File: src/hcs_pkg.sv
// Constants shared by the host control and status handshake block.
package hcs_pkg;
   // APB byte addresses of the register words
   localparam logic [7:0] ADDR_HOST_CMD = 8'h00;
   localparam logic [7:0] ADDR_STATUS = 8'h04;
   localparam logic [7:0] ADDR_CONFIG = 8'h08;
   localparam logic [7:0] ADDR_ERR_CODE = 8'h0C;
   localparam logic [7:0] ADDR_ERR_HIST = 8'h10;
   localparam int ADDR_W = 8;

   // Host command word bit positions
   localparam int HC_BATCH_RESET = 3;
   localparam int HC_START = 4;
   localparam int HC_STOP = 5;
   localparam int HC_DISC_SIGNAL = 6;
   localparam int HC_DISC_CLEAR = 7;
   localparam int HC_SWITCH_LO = 13;
   localparam int HC_ERR_CLEAR = 15;
   localparam int HC_GEN_LO = 16;
   localparam int GEN_CMD_W = 16;

   // Status word bit positions
   localparam int ST_READY = 0;
   localparam int ST_BATCH_DONE = 3;
   localparam int ST_RUNNING = 4;
   localparam int ST_DISC_STOP = 7;
   localparam int ST_SWITCH_LO = 13;
   localparam int ST_ERROR = 15;
   localparam int ST_EXT_LO = 16;
   localparam int EXT_IN_W = 12;
   localparam int LOG_CONDS = 2;

   // Configuration word bit positions
   localparam int CF_DISC_EN = 0;
   localparam int CF_SYNC_STOP = 1;
   localparam int CF_HIST_CLEAR = 2;
   localparam int CF_TRIG_LO = 3;

   // Reset values
   localparam logic [31:0] HOST_CMD_RST = 32'h0000_0000;
   localparam logic [31:0] CONFIG_RST = 32'h0000_0000;

   // Error codes recorded as latest error
   localparam logic [15:0] ERR_SYNC_OVERRUN = 16'h2600;
   localparam logic [15:0] ERR_SYNC_SKIP = 16'h2601;
   localparam logic [15:0] ERR_SYNC_LOSS = 16'h2610;
   localparam logic [15:0] ERR_NONE = 16'h0000;
   localparam int HIST_W = 8;

   // Timing: clock and longest storage-side switch time
   localparam int CLK_PERIOD_NS = 25;
   localparam int SWITCH_MAX_US = 100;
   localparam int SWITCH_MAX_CYC = (SWITCH_MAX_US * 1000) / CLK_PERIOD_NS;
   localparam int SWITCH_CNT_W = 13;
endpackage

File: src/hcs_sync.sv
// Two flip-flop synchroniser for a bus of independent level bits.
`timescale 1ns/10ps
module hcs_sync #(
   parameter int WIDTH = 1
) (
   input wire logic CLK_I,
   input wire logic RST_I,
   input wire logic [WIDTH-1:0] async_i,
   output logic [WIDTH-1:0] sync_o
);
   // First stage, read only by the second
   logic [WIDTH-1:0] meta;

   // Two stages, each bit crossing on its own
   always_ff @(posedge CLK_I) begin
      if (RST_I) begin
         meta <= '0;
         sync_o <= '0;
      end else begin
         meta <= async_i;
         sync_o <= meta;
      end
   end
endmodule // hcs_sync

File: src/hcs_switch_timer.sv
// Storage-side switch sequencer for one logging condition, bounded in time.
`timescale 1ns/10ps
module hcs_switch_timer
   import hcs_pkg::*;
#(
   parameter int MAX_CYC = SWITCH_MAX_CYC
) (
   input wire logic CLK_I,
   input wire logic RST_I,
   input wire logic req_i,
   input wire logic trig_mode_i,
   input wire logic ack_i,
   output logic switch_o,
   output logic done_o
);
   logic req_prev; // Request level one cycle ago
   logic busy; // Switch in progress
   logic [SWITCH_CNT_W-1:0] cnt; // Cycles spent switching
   wire req_rise = req_i & ~req_prev;
   wire timeout = (cnt == SWITCH_CNT_W'(MAX_CYC - 1));

   // Start on request edge, finish on ack or at the time limit
   always_ff @(posedge CLK_I) begin
      if (RST_I) begin
         req_prev <= 1'b0;
         busy <= 1'b0;
         cnt <= '0;
         switch_o <= 1'b0;
         done_o <= 1'b0;
      end else begin
         req_prev <= req_i;
         switch_o <= req_rise & trig_mode_i & ~busy;
         if (req_rise & trig_mode_i & ~busy) begin
            busy <= 1'b1;
            cnt <= '0;
         end else if (busy) begin
            // Forced completion keeps the 100 us bound even without ack
            if (ack_i | timeout) begin
               busy <= 1'b0;
            end
            cnt <= cnt + 1'b1;
         end
         // Flag follows completion, drops with the request
         if (!req_i) begin
            done_o <= 1'b0;
         end else if (busy & (ack_i | timeout)) begin
            done_o <= 1'b1;
         end
      end
   end
endmodule // hcs_switch_timer

File: src/hcs_top.sv
// Host handshake block: APB command and status words around the logic control.
// Operation
// Ready rises once control is ready
// Watchdog error drops ready, halts control
// Batch-reset done rises at finish, even error
// Batch-reset done drops with its command
// Running flag set by start request
// Running flag cleared at reset
// Stop request clears running; stop wins
// Disconnection stop flag clears running
// Configured sync overrun/loss errors stop logic
// Sync skip error always stops logic
// Disconnection signal falling while running stops
// Falling while stopped leaves flag low
// Clear request clears disconnection flag
// Start ignored while disconnection flag set
// Host clears flag before restarting
// Switch-complete flag per condition, trigger mode
// Storage switch finishes within 100 us
// Error flag rises on any error
// Error clear pulse clears flag, code
// History erased only when setting is one
// Twelve external inputs on consecutive bits
// Host leaves reserved bit positions alone
// General commands passed into logic
// Disconnection mode needs signal high to start
// Act once per request edge
`timescale 1ns/10ps
module hcs_top
   import hcs_pkg::*;
#(
   parameter int SWITCH_CYC = hcs_pkg::SWITCH_MAX_CYC
) (
   input wire logic CLK_I,
   input wire logic RST_I,
   input wire logic PSEL,
   input wire logic PENABLE,
   input wire logic PWRITE,
   input wire logic [hcs_pkg::ADDR_W-1:0] PADDR,
   input wire logic [31:0] PWDATA,
   output logic [31:0] PRDATA,
   output logic PREADY,
   output logic PSLVERR,
   input wire logic WDT_ERR_I,
   input wire logic [hcs_pkg::EXT_IN_W-1:0] EXT_IN_I,
   input wire logic RESET_DONE_I,
   input wire logic ERR_EVENT_I,
   input wire logic [15:0] ERR_CODE_I,
   input wire logic SYNC_OVERRUN_I,
   input wire logic SYNC_SKIP_I,
   input wire logic SYNC_LOSS_I,
   input wire logic [hcs_pkg::LOG_CONDS-1:0] SWITCH_ACK_I,
   output logic LOGIC_RUN_O,
   output logic BATCH_RESET_O,
   output logic [hcs_pkg::LOG_CONDS-1:0] SWITCH_O,
   output logic [hcs_pkg::GEN_CMD_W-1:0] GEN_CMD_O
);
   import hcs_pkg::*;

   // Overview: the host writes one command word and reads one status word.
   // Start, stop, clear, batch-reset and switch bits act on their edge, not their level, so a command
   // held high for many cycles is taken only once.
   // The error and disconnection flags, set by hardware and cleared by the host, give the set priority,
   // so an event landing in the clear cycle is never lost.
   // Software-visible state
   logic [31:0] host_cmd; // Host output bits
   logic [31:0] host_prev; // Host bits one cycle ago, for edges
   logic [31:0] config_word; // Mode settings
   logic ready; // Module ready
   logic batch_done; // Batch-reset complete flag
   logic running; // Logic running flag
   logic disc_flag; // Stop-at-disconnection flag
   logic err_flag; // Error flag
   logic [15:0] err_code; // Latest error code
   logic [HIST_W-1:0] err_hist; // Count of stored errors
   logic [LOG_CONDS-1:0] switch_done; // Switch-complete flags
   logic [EXT_IN_W-1:0] ext_in; // Synchronised external inputs
   logic wdt_err; // Synchronised watchdog error

   // Watchdog and external inputs arrive from other clock domains.
   // Each bit crosses on its own; the inputs are independent levels,
   // so no word-wide coherence is promised for the external inputs.
   // Pins from outside the clock domain pass two flops
   hcs_sync #(.WIDTH(EXT_IN_W + 1)) u_sync (
      .CLK_I(CLK_I),
      .RST_I(RST_I),
      .async_i({WDT_ERR_I, EXT_IN_I}),
      .sync_o({wdt_err, ext_in})
   );

   // A write lands only in the cycle that PREADY is high, the same
   // cycle the master samples the answer, so each write applies once.
   // Unmapped addresses answer with PSLVERR and leave all state alone.
   // APB decode
   wire apb_access = PSEL & PENABLE & PREADY;
   wire apb_wr = apb_access & PWRITE;
   wire hit_cmd = (PADDR == ADDR_HOST_CMD);
   wire hit_status = (PADDR == ADDR_STATUS);
   wire hit_config = (PADDR == ADDR_CONFIG);
   wire hit_code = (PADDR == ADDR_ERR_CODE);
   wire hit_hist = (PADDR == ADDR_ERR_HIST);
   wire hit_any = hit_cmd | hit_status | hit_config | hit_code | hit_hist;

   // Settings act from the cycle after the write lands; changing
   // them while the logic runs is allowed but not advised.
   // Configuration fields
   wire disc_en = config_word[CF_DISC_EN];
   wire sync_stop = config_word[CF_SYNC_STOP];
   wire hist_clear = config_word[CF_HIST_CLEAR];
   wire [LOG_CONDS-1:0] trig_mode = config_word[CF_TRIG_LO +: LOG_CONDS];

   // Reserved bit positions are stored and read back but drive nothing.
   // Host bit levels; writes come from APB on this clock, so no synchroniser
   wire y_batch = host_cmd[HC_BATCH_RESET];
   wire y_disc = host_cmd[HC_DISC_SIGNAL];
   wire [LOG_CONDS-1:0] y_switch = host_cmd[HC_SWITCH_LO +: LOG_CONDS];

   // host_prev trails host_cmd by one cycle, so each bit change gives one
   // pulse, and rewriting an unchanged word gives none.
   // edge detect
   wire [31:0] host_rise = host_cmd & ~host_prev;
   wire [31:0] host_fall = ~host_cmd & host_prev;
   wire start_rise = host_rise[HC_START];
   wire stop_rise = host_rise[HC_STOP];
   wire clear_rise = host_rise[HC_DISC_CLEAR];
   wire batch_rise = host_rise[HC_BATCH_RESET];
   wire disc_fall = host_fall[HC_DISC_SIGNAL];
   // clear on the falling half of the clear pulse
   wire errclr_fall = host_fall[HC_ERR_CLEAR];

   // disconnection stop while running
   wire disc_trip = disc_en & disc_fall & running;

   // skip stops regardless of setting
   wire sync_halt = SYNC_SKIP_I | (sync_stop & (SYNC_OVERRUN_I | SYNC_LOSS_I));

   // A lost ready holds the logic stopped while the watchdog error
   // stays; a start request during that time is simply dropped.
   // Any reason to stop
   wire stop_cond = stop_rise | disc_trip | disc_flag | sync_halt | ~ready;

   // start only when not blocked
   wire start_ok = start_rise & ~disc_flag & (~disc_en | y_disc);

   // Only one code is kept; when several errors land together the
   // event input wins, then skip, then overrun, then signal loss.
   // Any error source, hardware events first
   wire sync_err = SYNC_OVERRUN_I | SYNC_SKIP_I | SYNC_LOSS_I;
   wire any_err = ERR_EVENT_I | sync_err;
   wire [15:0] new_code = ERR_EVENT_I ? ERR_CODE_I :
                          SYNC_SKIP_I ? ERR_SYNC_SKIP :
                          SYNC_OVERRUN_I ? ERR_SYNC_OVERRUN : ERR_SYNC_LOSS;

   // Each flag has one combinational next value and one flop, so the
   // priority of set over clear reads in one place.
   // Next values of the control flags
   logic next_running;
   logic next_disc_flag;
   logic next_batch_done;
   logic next_err_flag;

   // Running flag: stop beats start
   always_comb begin
      next_running = running;
      // stop wins over a simultaneous start
      if (stop_cond) begin
         next_running = 1'b0;
      // start request sets running
      end else if (start_ok) begin
         next_running = 1'b1;
      end
   end

   // The flag only means something with disconnection control on;
   // turning that setting off clears the flag at once.
   // Disconnection flag: a trip beats a clear
   always_comb begin
      next_disc_flag = disc_flag;
      // set only on a trip while running
      if (disc_trip) begin
         next_disc_flag = 1'b1;
      // clear request clears the flag
      end else if (clear_rise) begin
         next_disc_flag = 1'b0;
      end
      // a fall while stopped never sets it
      if (!disc_en) begin
         next_disc_flag = 1'b0;
      end
   end

   // Completion shows only while the command stays high, so software
   // can wait for it before dropping the command.
   // Batch-reset complete flag
   always_comb begin
      next_batch_done = batch_done;
      // drops with the command
      if (!y_batch) begin
         next_batch_done = 1'b0;
      // set at finish, with or without error
      end else if (RESET_DONE_I) begin
         next_batch_done = 1'b1;
      end
   end

   // Clearing acts on the falling edge, after a full on-off pulse.
   // Error flag: a new error beats the clear
   always_comb begin
      next_err_flag = err_flag;
      // any error raises the flag
      if (any_err) begin
         next_err_flag = 1'b1;
      // clear pulse completed
      end else if (errclr_fall) begin
         next_err_flag = 1'b0;
      end
   end

   // Readback multiplexer
   // Status bits are live flags; nothing is latched on read.
   // external inputs on bits 27:16
   wire [31:0] status_word = {4'h0, ext_in, err_flag, switch_done, 5'h00,
                              disc_flag, 2'b00, running, batch_done, 2'b00, ready};
   wire [31:0] read_mux = hit_cmd ? host_cmd :
                          hit_status ? status_word :
                          hit_config ? config_word :
                          hit_code ? {16'h0000, err_code} :
                          hit_hist ? {{(32 - HIST_W){1'b0}}, err_hist} : 32'h0000_0000;

   // Trade-off: one wait state on every access buys registered read
   // data and PREADY, so no path runs from PADDR straight to PRDATA.
   // Status reads show the flags as they stood in the access cycle.
   // APB answer: one wait state, registered data
   always_ff @(posedge CLK_I) begin
      if (RST_I) begin
         PREADY <= 1'b0;
         PSLVERR <= 1'b0;
         PRDATA <= 32'h0000_0000;
      end else begin
         PREADY <= PSEL & PENABLE & ~PREADY;
         PSLVERR <= PSEL & PENABLE & ~PREADY & ~hit_any;
         if (PSEL & PENABLE & ~PREADY & ~PWRITE) begin
            PRDATA <= read_mux;
         end
      end
   end

   // Whole-word writes only; with no byte strobes, software must
   // read, modify and write the command word to change one bit.
   // Software-written words
   always_ff @(posedge CLK_I) begin
      if (RST_I) begin
         host_cmd <= HOST_CMD_RST;
         config_word <= CONFIG_RST;
      end else begin
         if (apb_wr & hit_cmd) begin
            host_cmd <= PWDATA;
         end
         if (apb_wr & hit_config) begin
            config_word <= PWDATA;
         end
      end
   end

   // Ready follows the synchronised watchdog level: it rises on the
   // first edge after reset and drops three edges after the pin rises.
   // Ready and control flags
   always_ff @(posedge CLK_I) begin
      if (RST_I) begin
         host_prev <= HOST_CMD_RST;
         ready <= 1'b0;
         // running cleared at power-on and host reset
         running <= 1'b0;
         disc_flag <= 1'b0;
         batch_done <= 1'b0;
      end else begin
         host_prev <= host_cmd;
         // ready after reset, gone on watchdog error
         ready <= ~wdt_err;
         running <= next_running;
         disc_flag <= next_disc_flag;
         batch_done <= next_batch_done;
      end
   end

   // The history is a saturating count of errors, not the errors
   // themselves; it stops at all ones rather than wrapping to zero.
   // Error flag, code and history
   always_ff @(posedge CLK_I) begin
      if (RST_I) begin
         err_flag <= 1'b0;
         err_code <= ERR_NONE;
         err_hist <= '0;
      end else begin
         err_flag <= next_err_flag;
         if (any_err) begin
            err_code <= new_code;
         end else if (errclr_fall) begin
            err_code <= ERR_NONE;
         end
         // history wiped only when the setting is one
         if (errclr_fall & hist_clear & ~any_err) begin
            err_hist <= '0;
         end else if (any_err & (err_hist != {HIST_W{1'b1}})) begin
            err_hist <= err_hist + 1'b1;
         end
      end
   end

   // Each condition has its own timer; a request raised while it is
   // busy is ignored until the current switch is done.
   // The time limit forces completion when no acknowledge comes.
   // one switch sequencer per logging condition
   genvar gi;
   generate
      for (gi = 0; gi < LOG_CONDS; gi++) begin : g_switch
         hcs_switch_timer #(.MAX_CYC(SWITCH_CYC)) u_timer (
            .CLK_I(CLK_I),
            .RST_I(RST_I),
            .req_i(y_switch[gi]),
            .trig_mode_i(trig_mode[gi]),
            .ack_i(SWITCH_ACK_I[gi]),
            .switch_o(SWITCH_O[gi]),
            .done_o(switch_done[gi])
         );
      end
   endgenerate

   // All outputs come from flops, so the logic side sees clean levels.
   // GEN_CMD_O lags the host word by one cycle, like the run flag.
   // Outputs toward the hardware logic
   always_ff @(posedge CLK_I) begin
      if (RST_I) begin
         LOGIC_RUN_O <= 1'b0;
         BATCH_RESET_O <= 1'b0;
         GEN_CMD_O <= '0;
      end else begin
         LOGIC_RUN_O <= next_running;
         // Pulse once per command edge
         BATCH_RESET_O <= batch_rise;
         // general commands into the logic
         GEN_CMD_O <= host_cmd[HC_GEN_LO +: GEN_CMD_W];
      end
   end
endmodule // hcs_top

File: config.mk
export PLATFORM = sky130hd
export DESIGN_NAME = hcs_top
export DESIGN_NICKNAME = d
export VERILOG_FILES = /design/src/hcs_pkg.sv /design/src/hcs_sync.sv /design/src/hcs_switch_timer.sv /design/src/hcs_top.sv
export SDC_FILE = /design/constraint.sdc
export NUM_CORES = 1
export LEC_CHECK = 0
export BUFFER_PORTS_ARGS = -buffer_cell sky130_fd_sc_hd__buf_2
export CAP_MARGIN = 10
export CORE_ASPECT_RATIO = 1.75
export CORE_MARGIN = 5
export CORE_UTILIZATION = 55
export CTS_CLUSTER_DIAMETER = 60
export DETAILED_ROUTE_END_ITERATION = 7
export GPL_TIMING_DRIVEN = 0
export PLACE_DENSITY = 0.77
export SYNTH_ARGS = -nofsm -noshare
export SYNTH_HDL_FRONTEND = slang
export SYNTH_HIERARCHICAL = 1
export SYNTH_SLANG_ARGS = --single-unit
File: constraint.sdc
create_clock -name CLK_I -period 2.1 [get_ports CLK_I]
set_clock_uncertainty 0.2 [all_clocks]
set_input_delay 0.105 -clock CLK_I [delete_from_list [all_inputs] [get_ports CLK_I]]
set_output_delay 0.105 -clock CLK_I [all_outputs]
set_load 0.01 [all_outputs]
# --- Word level (Yosys, flattened, before mapping) ---
# Index checks and enable logic that the tools add are counted.
word_totals:
  romBits: 0
  latchBits: 0
  memories: 0
  wordCells: 127
  input_bits: 81
  output_inout_bits: 54
  ramBits: 0
  reg_bits: 220
classes:
  div_mod_pow: 0
  n_shift: 0
  reduce_logical: 11
  n_bitwise: 59
  eq_ne: 7
  n_lt_le_gt_ge: 0
  mul: 0
  addsub: 3
  mux: 20
ops:
  columns: ["operator", "count"]
  rows:
  - ["$mux W32", 3]
  - ["$mux W16", 4]
  - ["$add A13 B1 Y13 const B", 2]
  - ["$eq A13 B12 Y1 const B", 2]
  - ["$and A1 B1 Y1", 24]
  - ["$and A16 B16 Y16", 1]
  - ["$eq A8 B4 Y1 const B", 2]
  - ["$not A16 Y16", 1]
  - ["$or A1 B1 Y1", 16]
  - ["$reduce_or A2 Y1", 8]
  - ["$not A1 Y1", 15]
  - ["$mux W1", 10]
  - ["$mux W5", 2]
  - ["$add A8 B1 Y8 const B", 1]
  - ["$and A8 B8 Y8", 1]
  - ["$eq A8 B3 Y1 const B", 1]
  - ["$eq A8 B5 Y1 const B", 1]
  - ["$logic_not A8 Y1", 1]
  - ["$mux W8", 1]
  - ["$ne A8 B8 Y1 const B", 1]
  - ["$not A8 Y8", 1]
  - ["$reduce_bool A2 Y1", 2]

# --- Longest topological paths before layout ---
depth:
  depth_word: 9
  depth_mapped: 7
  mapped_depth_nobuf: 5

# --- By module ---
# The synthesis kept the hierarchy.
by_module_without_submodules:
  columns: ["module", "n_inst", "cells_each", "seq_area_each_um2", "area_per_inst_um2"]
  rows:
  - ["hcs_top", 1, 697, 3002.9, 6054.6]
  - ["hcs_switch_timer", 2, 81, 340.3, 797.0]
  - ["hcs_sync", 1, 54, 520.5, 700.7]

# --- Worst setup path after synthesis ---
# No wires, ideal clock.
synth_path:
  path_kind: "register to register"
  from: "reg g_switch[0].u_timer.cnt[0]"
  to: "reg g_switch[0].u_timer.busy"
  setup_ns: 0.116
  stages_incl_launch_ff: 5
  required_time_ns: 1.784
  synth_period_minus_slack_ns: 1.656
  path_buffers: 0
  arrival_ns: 1.341
  slack_ns: 0.444
  path_cell_list: "dfxtp_1 ha_1 nand4bb_1 or4_4 a31o_1"
synth_via:
  elab_chain_cells: 5
synth_lines:
  columns: ["element", "line_no", "source"]
  rows:
  - ["start: declaration", "hcs_switch_timer.sv:18", "logic [SWITCH_CNT_W-1:0] cnt;"]
  - ["start signal: assignment", "hcs_switch_timer.sv:41", "cnt <= cnt + 1'b1;"]
  - ["$eq A13 B12 Y1", "hcs_switch_timer.sv:20", "wire timeout = (cnt == SWITCH_CNT_W'(MAX_CYC - 1));"]
  - ["$or A1 B1 Y1", "hcs_switch_timer.sv:38", "if (ack_i | timeout) begin"]
  - ["$mux W1", "hcs_switch_timer.sv:38", null]
  - ["$mux W1", "hcs_switch_timer.sv:36", "end else if (busy) begin"]
  - ["$mux W1", "hcs_switch_timer.sv:33", "if (req_rise & trig_mode_i & ~busy) begin"]
  - ["end signal: assignment", "hcs_switch_timer.sv:26", "busy <= 1'b0;"]
  - ["end signal: assignment", "hcs_switch_timer.sv:34", "busy <= 1'b1;"]
  - ["end signal: assignment", "hcs_switch_timer.sv:39", "busy <= 1'b0;"]
  - ["end: declaration", "hcs_switch_timer.sv:17", "logic busy;"]
# No other way between the ends.
# A chain may end at the register's enable or synchronous reset.

# --- Final worst setup path ---
layout_path:
  from: "reg disc_flag"
  to: "reg LOGIC_RUN_O"
layout_via:
  elab_chain_cells: 4
  word_cells_on_any_way: 7
  classes_between: "6 x bitwise; 1 x reduce/logical"
layout_lines:
  columns: ["element", "line_no", "source"]
  rows:
  - ["start: declaration", "hcs_top.sv:72", "logic disc_flag;"]
  - ["start signal: assignment", "hcs_top.sv:281", "disc_flag <= next_disc_flag;"]
  - ["$or A1 B1 Y1 (3 in a row)", "hcs_top.sv:140", "wire stop_cond = stop_rise | disc_trip | disc_flag | sync_halt | ~ready;"]
  - ["$reduce_or A2 Y1 (no line)", null, null]
  - ["end signal: assignment", "hcs_top.sv:338", "LOGIC_RUN_O <= next_running;"]
  - ["end: declaration", "hcs_top.sv:53", "output logic LOGIC_RUN_O,"]
# Several ways; a longest one is shown, not always the timed one.

==> flow_metrics.env <==
export IMPL_rsz0062_at_grt="no"
export IMPL_async_flop_share_pct=0
export IMPL_cts_buffer_depth=3
export IMPL_path_clk_slew_ns=0.07
export IMPL_cp_end_kind="flop"
export IMPL_peakVddDrop_uv=636
export IMPL_p_sw_mw=1.77
export IMPL_swShare_pct=21.6
export IMPL_finalCriticalPeriod_ns=2.07
export IMPL_ys_warn_count=6
export IMPL_worstHoldPathType="input port to flop"
export IMPL_cts_tree="yes"
export IMPL_max_cap_violations=0
export IMPL_fp_dieW_um=103
export IMPL_post_route_period_util_pct=98.6
export IMPL_cts_root_buf="clkbuf_16"
export IMPL_routed_via_density=5.73
export IMPL_crit_fanout=3
export IMPL_crit_path_start_kind="flop"
export IMPL_slew_headroom_pct=49.4
export IMPL_grt_use_total_pct=26.9
export IMPL_fmax_ghz=0.483
export IMPL_critical_path_class="flop to flop"
export IMPL_grtUsageMet2_pct=49.3
export IMPL_drive_gt1_share_pct=19.5
export IMPL_first_pass_iters=5
export IMPL_fp_dieH_um=173
export IMPL_finalSetupTns_ns=0
export IMPL_top_usage_layer="met2"
export IMPL_power_density_mw_per_mm2=759
export IMPL_grt_overflow_total=0
export IMPL_p_int_mw=6.40
export IMPL_wl_per_cell_um=18.2
export IMPL_outcome="finished clean"
export IMPL_core_region_area_mm2=0.0149
export IMPL_use_met1_pct=28.6
export IMPL_antenna_found_initial=0
export IMPL_cp_arrival_ns=2.24
export IMPL_total_power_mw=8.17
export IMPL_p_comb_share_pct=6.7
export IMPL_setup_viol=0
export IMPL_synth_edf_count=0
export IMPL_seq_power_share_pct=49.7
export IMPL_leakagePower_nw=4.17
export IMPL_tightest_slew_ns=0.756
export IMPL_globalplace_congestion=0.943
export IMPL_cts_sinks=210
export IMPL_drtIter0Drc=421
export IMPL_grt_pass1_vias=7644
export IMPL_cts_buffers=19
export IMPL_syn_nets=997
export IMPL_dp_hpwl_mm=17.1
export IMPL_syn_inst=913
export IMPL_htreeDepth=1
export IMPL_clock_latency_ns=0.48
export IMPL_cp_data_required_time_ns=2.27
export IMPL_drc=0
export IMPL_die_area_mm2=0.0178
export IMPL_synth_seq_cells=210
export IMPL_initial_utilization_pct=56.0
export IMPL_num_nets_final=1239
export IMPL_ant_nets=0
export IMPL_layout_common_cells="dfxtp_1, nand2_1, buf_2"
export IMPL_io_pin_count=135
export IMPL_hold_viol_final=0
export IMPL_wl_mm=24.6
export IMPL_synth_seq_area_share_pct=50.4
export IMPL_placed_cells=1229
export IMPL_p_clk_share_pct=43.6
export IMPL_yosysUniqueCellTypes=61
export IMPL_grt_max_degree=23
export IMPL_fillerInstances=1151
export IMPL_grtUsageMet3_pct=3.79
export IMPL_final_common_cell="dfxtp_1"
export IMPL_place_port_buffers=133
export IMPL_synth_flop_cell="dfxtp_1"
export IMPL_final_util_pct=72.2
export IMPL_vias=7733
export IMPL_fin_cells=1349
export IMPL_syn2layout_area_growth_pct=29.0
export IMPL_avgSynthCellArea_um2=9.14
export IMPL_grt_first_pass_wirelength_mm=38.5
export IMPL_syn_cell_area_mm2=0.00835
export IMPL_slew_violations=0
export IMPL_rows=59
export IMPL_diodes=0
[flip-flops by register name, summed over array words and instances, names as in the netlist, 2 cells and up]
signal and count:
g_switch.u_timer/switch_o 2, u_sync/sync_o 13, host_cmd 32, PRDATA 32
config_word 32, host_prev 6, u_sync/meta 13, g_switch.u_timer/req_prev 2
err_code 16, g_switch.u_timer/cnt 26, GEN_CMD_O 16, g_switch.u_timer/done_o 2
g_switch.u_timer/busy 2, err_hist 8
[what timing repair did]
| action | 4_1_cts | 5_1_grt |
|---|---|---|
| setup endpoints to repair | 0 | 15 |
| endpoints found under the hold margin | 115 | 1 |
| hold buffers | 86 | 1 |
| resized for setup | 0 | 8 |
| buffers inserted | 0 | 1 |
[routing by layer]
layer  vias up  wire [um]
li1       3691          -
met1      3641       8640
met2       307      13100
met3        94       1440
met4         0       1420
met5         -          0
[critical path: stages (launching register included)]
cell and delay [ns]:
dfxtp_1 0.37, nor4b_1 0.34, nand2_1 0.13, dlygate4sd3_1 0.61
a2111oi_1 0.31
[cell families (layout without fill, tap and decap cells)]
kind of cell / Yosys count / in the layout / synth area share [%]
buf+inv: 67 / 320 / 3.78
simple gates: 371 / 371 / 23.2
flops: 210 / 210 / 50.4
xor+xnor: 12 / 12 / 1.26
mux: 36 / 36 / 4.90
fa+ha+maj: 3 / 3 / 0.450
compound gates: 214 / 214 / 16.1
[final cells by class]
type / instances / area (um^2) / area share, %
Sequential cell: 210 / 4210 / 39.1
Clock buffer: 26 / 522 / 4.85
Timing Repair Buffer: 221 / 1540 / 14.3
Buffer: 60 / 290 / 2.70
Tap cell: 183 / 229 / 2.13
Multi-Input combinational cell: 636 / 3840 / 35.7
Inverter: 7 / 26.3 / 0.244
Clock inverter: 6 / 105 / 0.976
[stage by stage]
step	hold slack, ns	instance area [um^2]	worst slack [ns]
floorplan	-0.0234	8350	0.444
global placement	0.109	9240	-0.332
detailed placement	0.118	9240	-0.373
CTS	0.000462	10700	0.0231
global route	0.0437	10800	0.0137
finish	0.0188	10800	0.0288
[Yosys cell counts (12+ instances only)]
master	n	area share [%]
a21oi_1	87	5.2
a22o_1	17	1.8
a22oi_1	20	1.8
a31oi_1	13	0.97
buf_2	14	0.84
clkbuf_1	32	1.4
dfxtp_1	210	50
mux2i_1	24	2.9
nand2_1	160	7.2
nand2b_1	14	1.0
nand3_1	12	0.72
nor2_1	53	2.4
nor2b_1	51	3.8
o21ai_0	37	2.2
[path summary, 6_finish.rpt]
path | slack (ns) | start | endpoint | cells after the start
setup / recovery | 0.03 | disc_flag | LOGIC_RUN_O | 4
hold / removal | 0.02 | PSEL | PRDATA[1] | 5
setup reg to reg | 0.03 | disc_flag | LOGIC_RUN_O | 4
hold reg to reg | 0.18 | u_sync/sync_o[12] | ready | 1
[power groups by stage]
stage,Sequential (mW),Combinational [mW],Clock [mW]
detailed placement,4.15,0.398,0
global placement,4.15,0.395,0
finish,4.06,0.547,3.56
CTS,4.06,0.528,3.60
floorplan,4.14,0.215,0
global route,4.06,0.587,3.75
No activity file was read; power rests on OpenSTA's default activity.
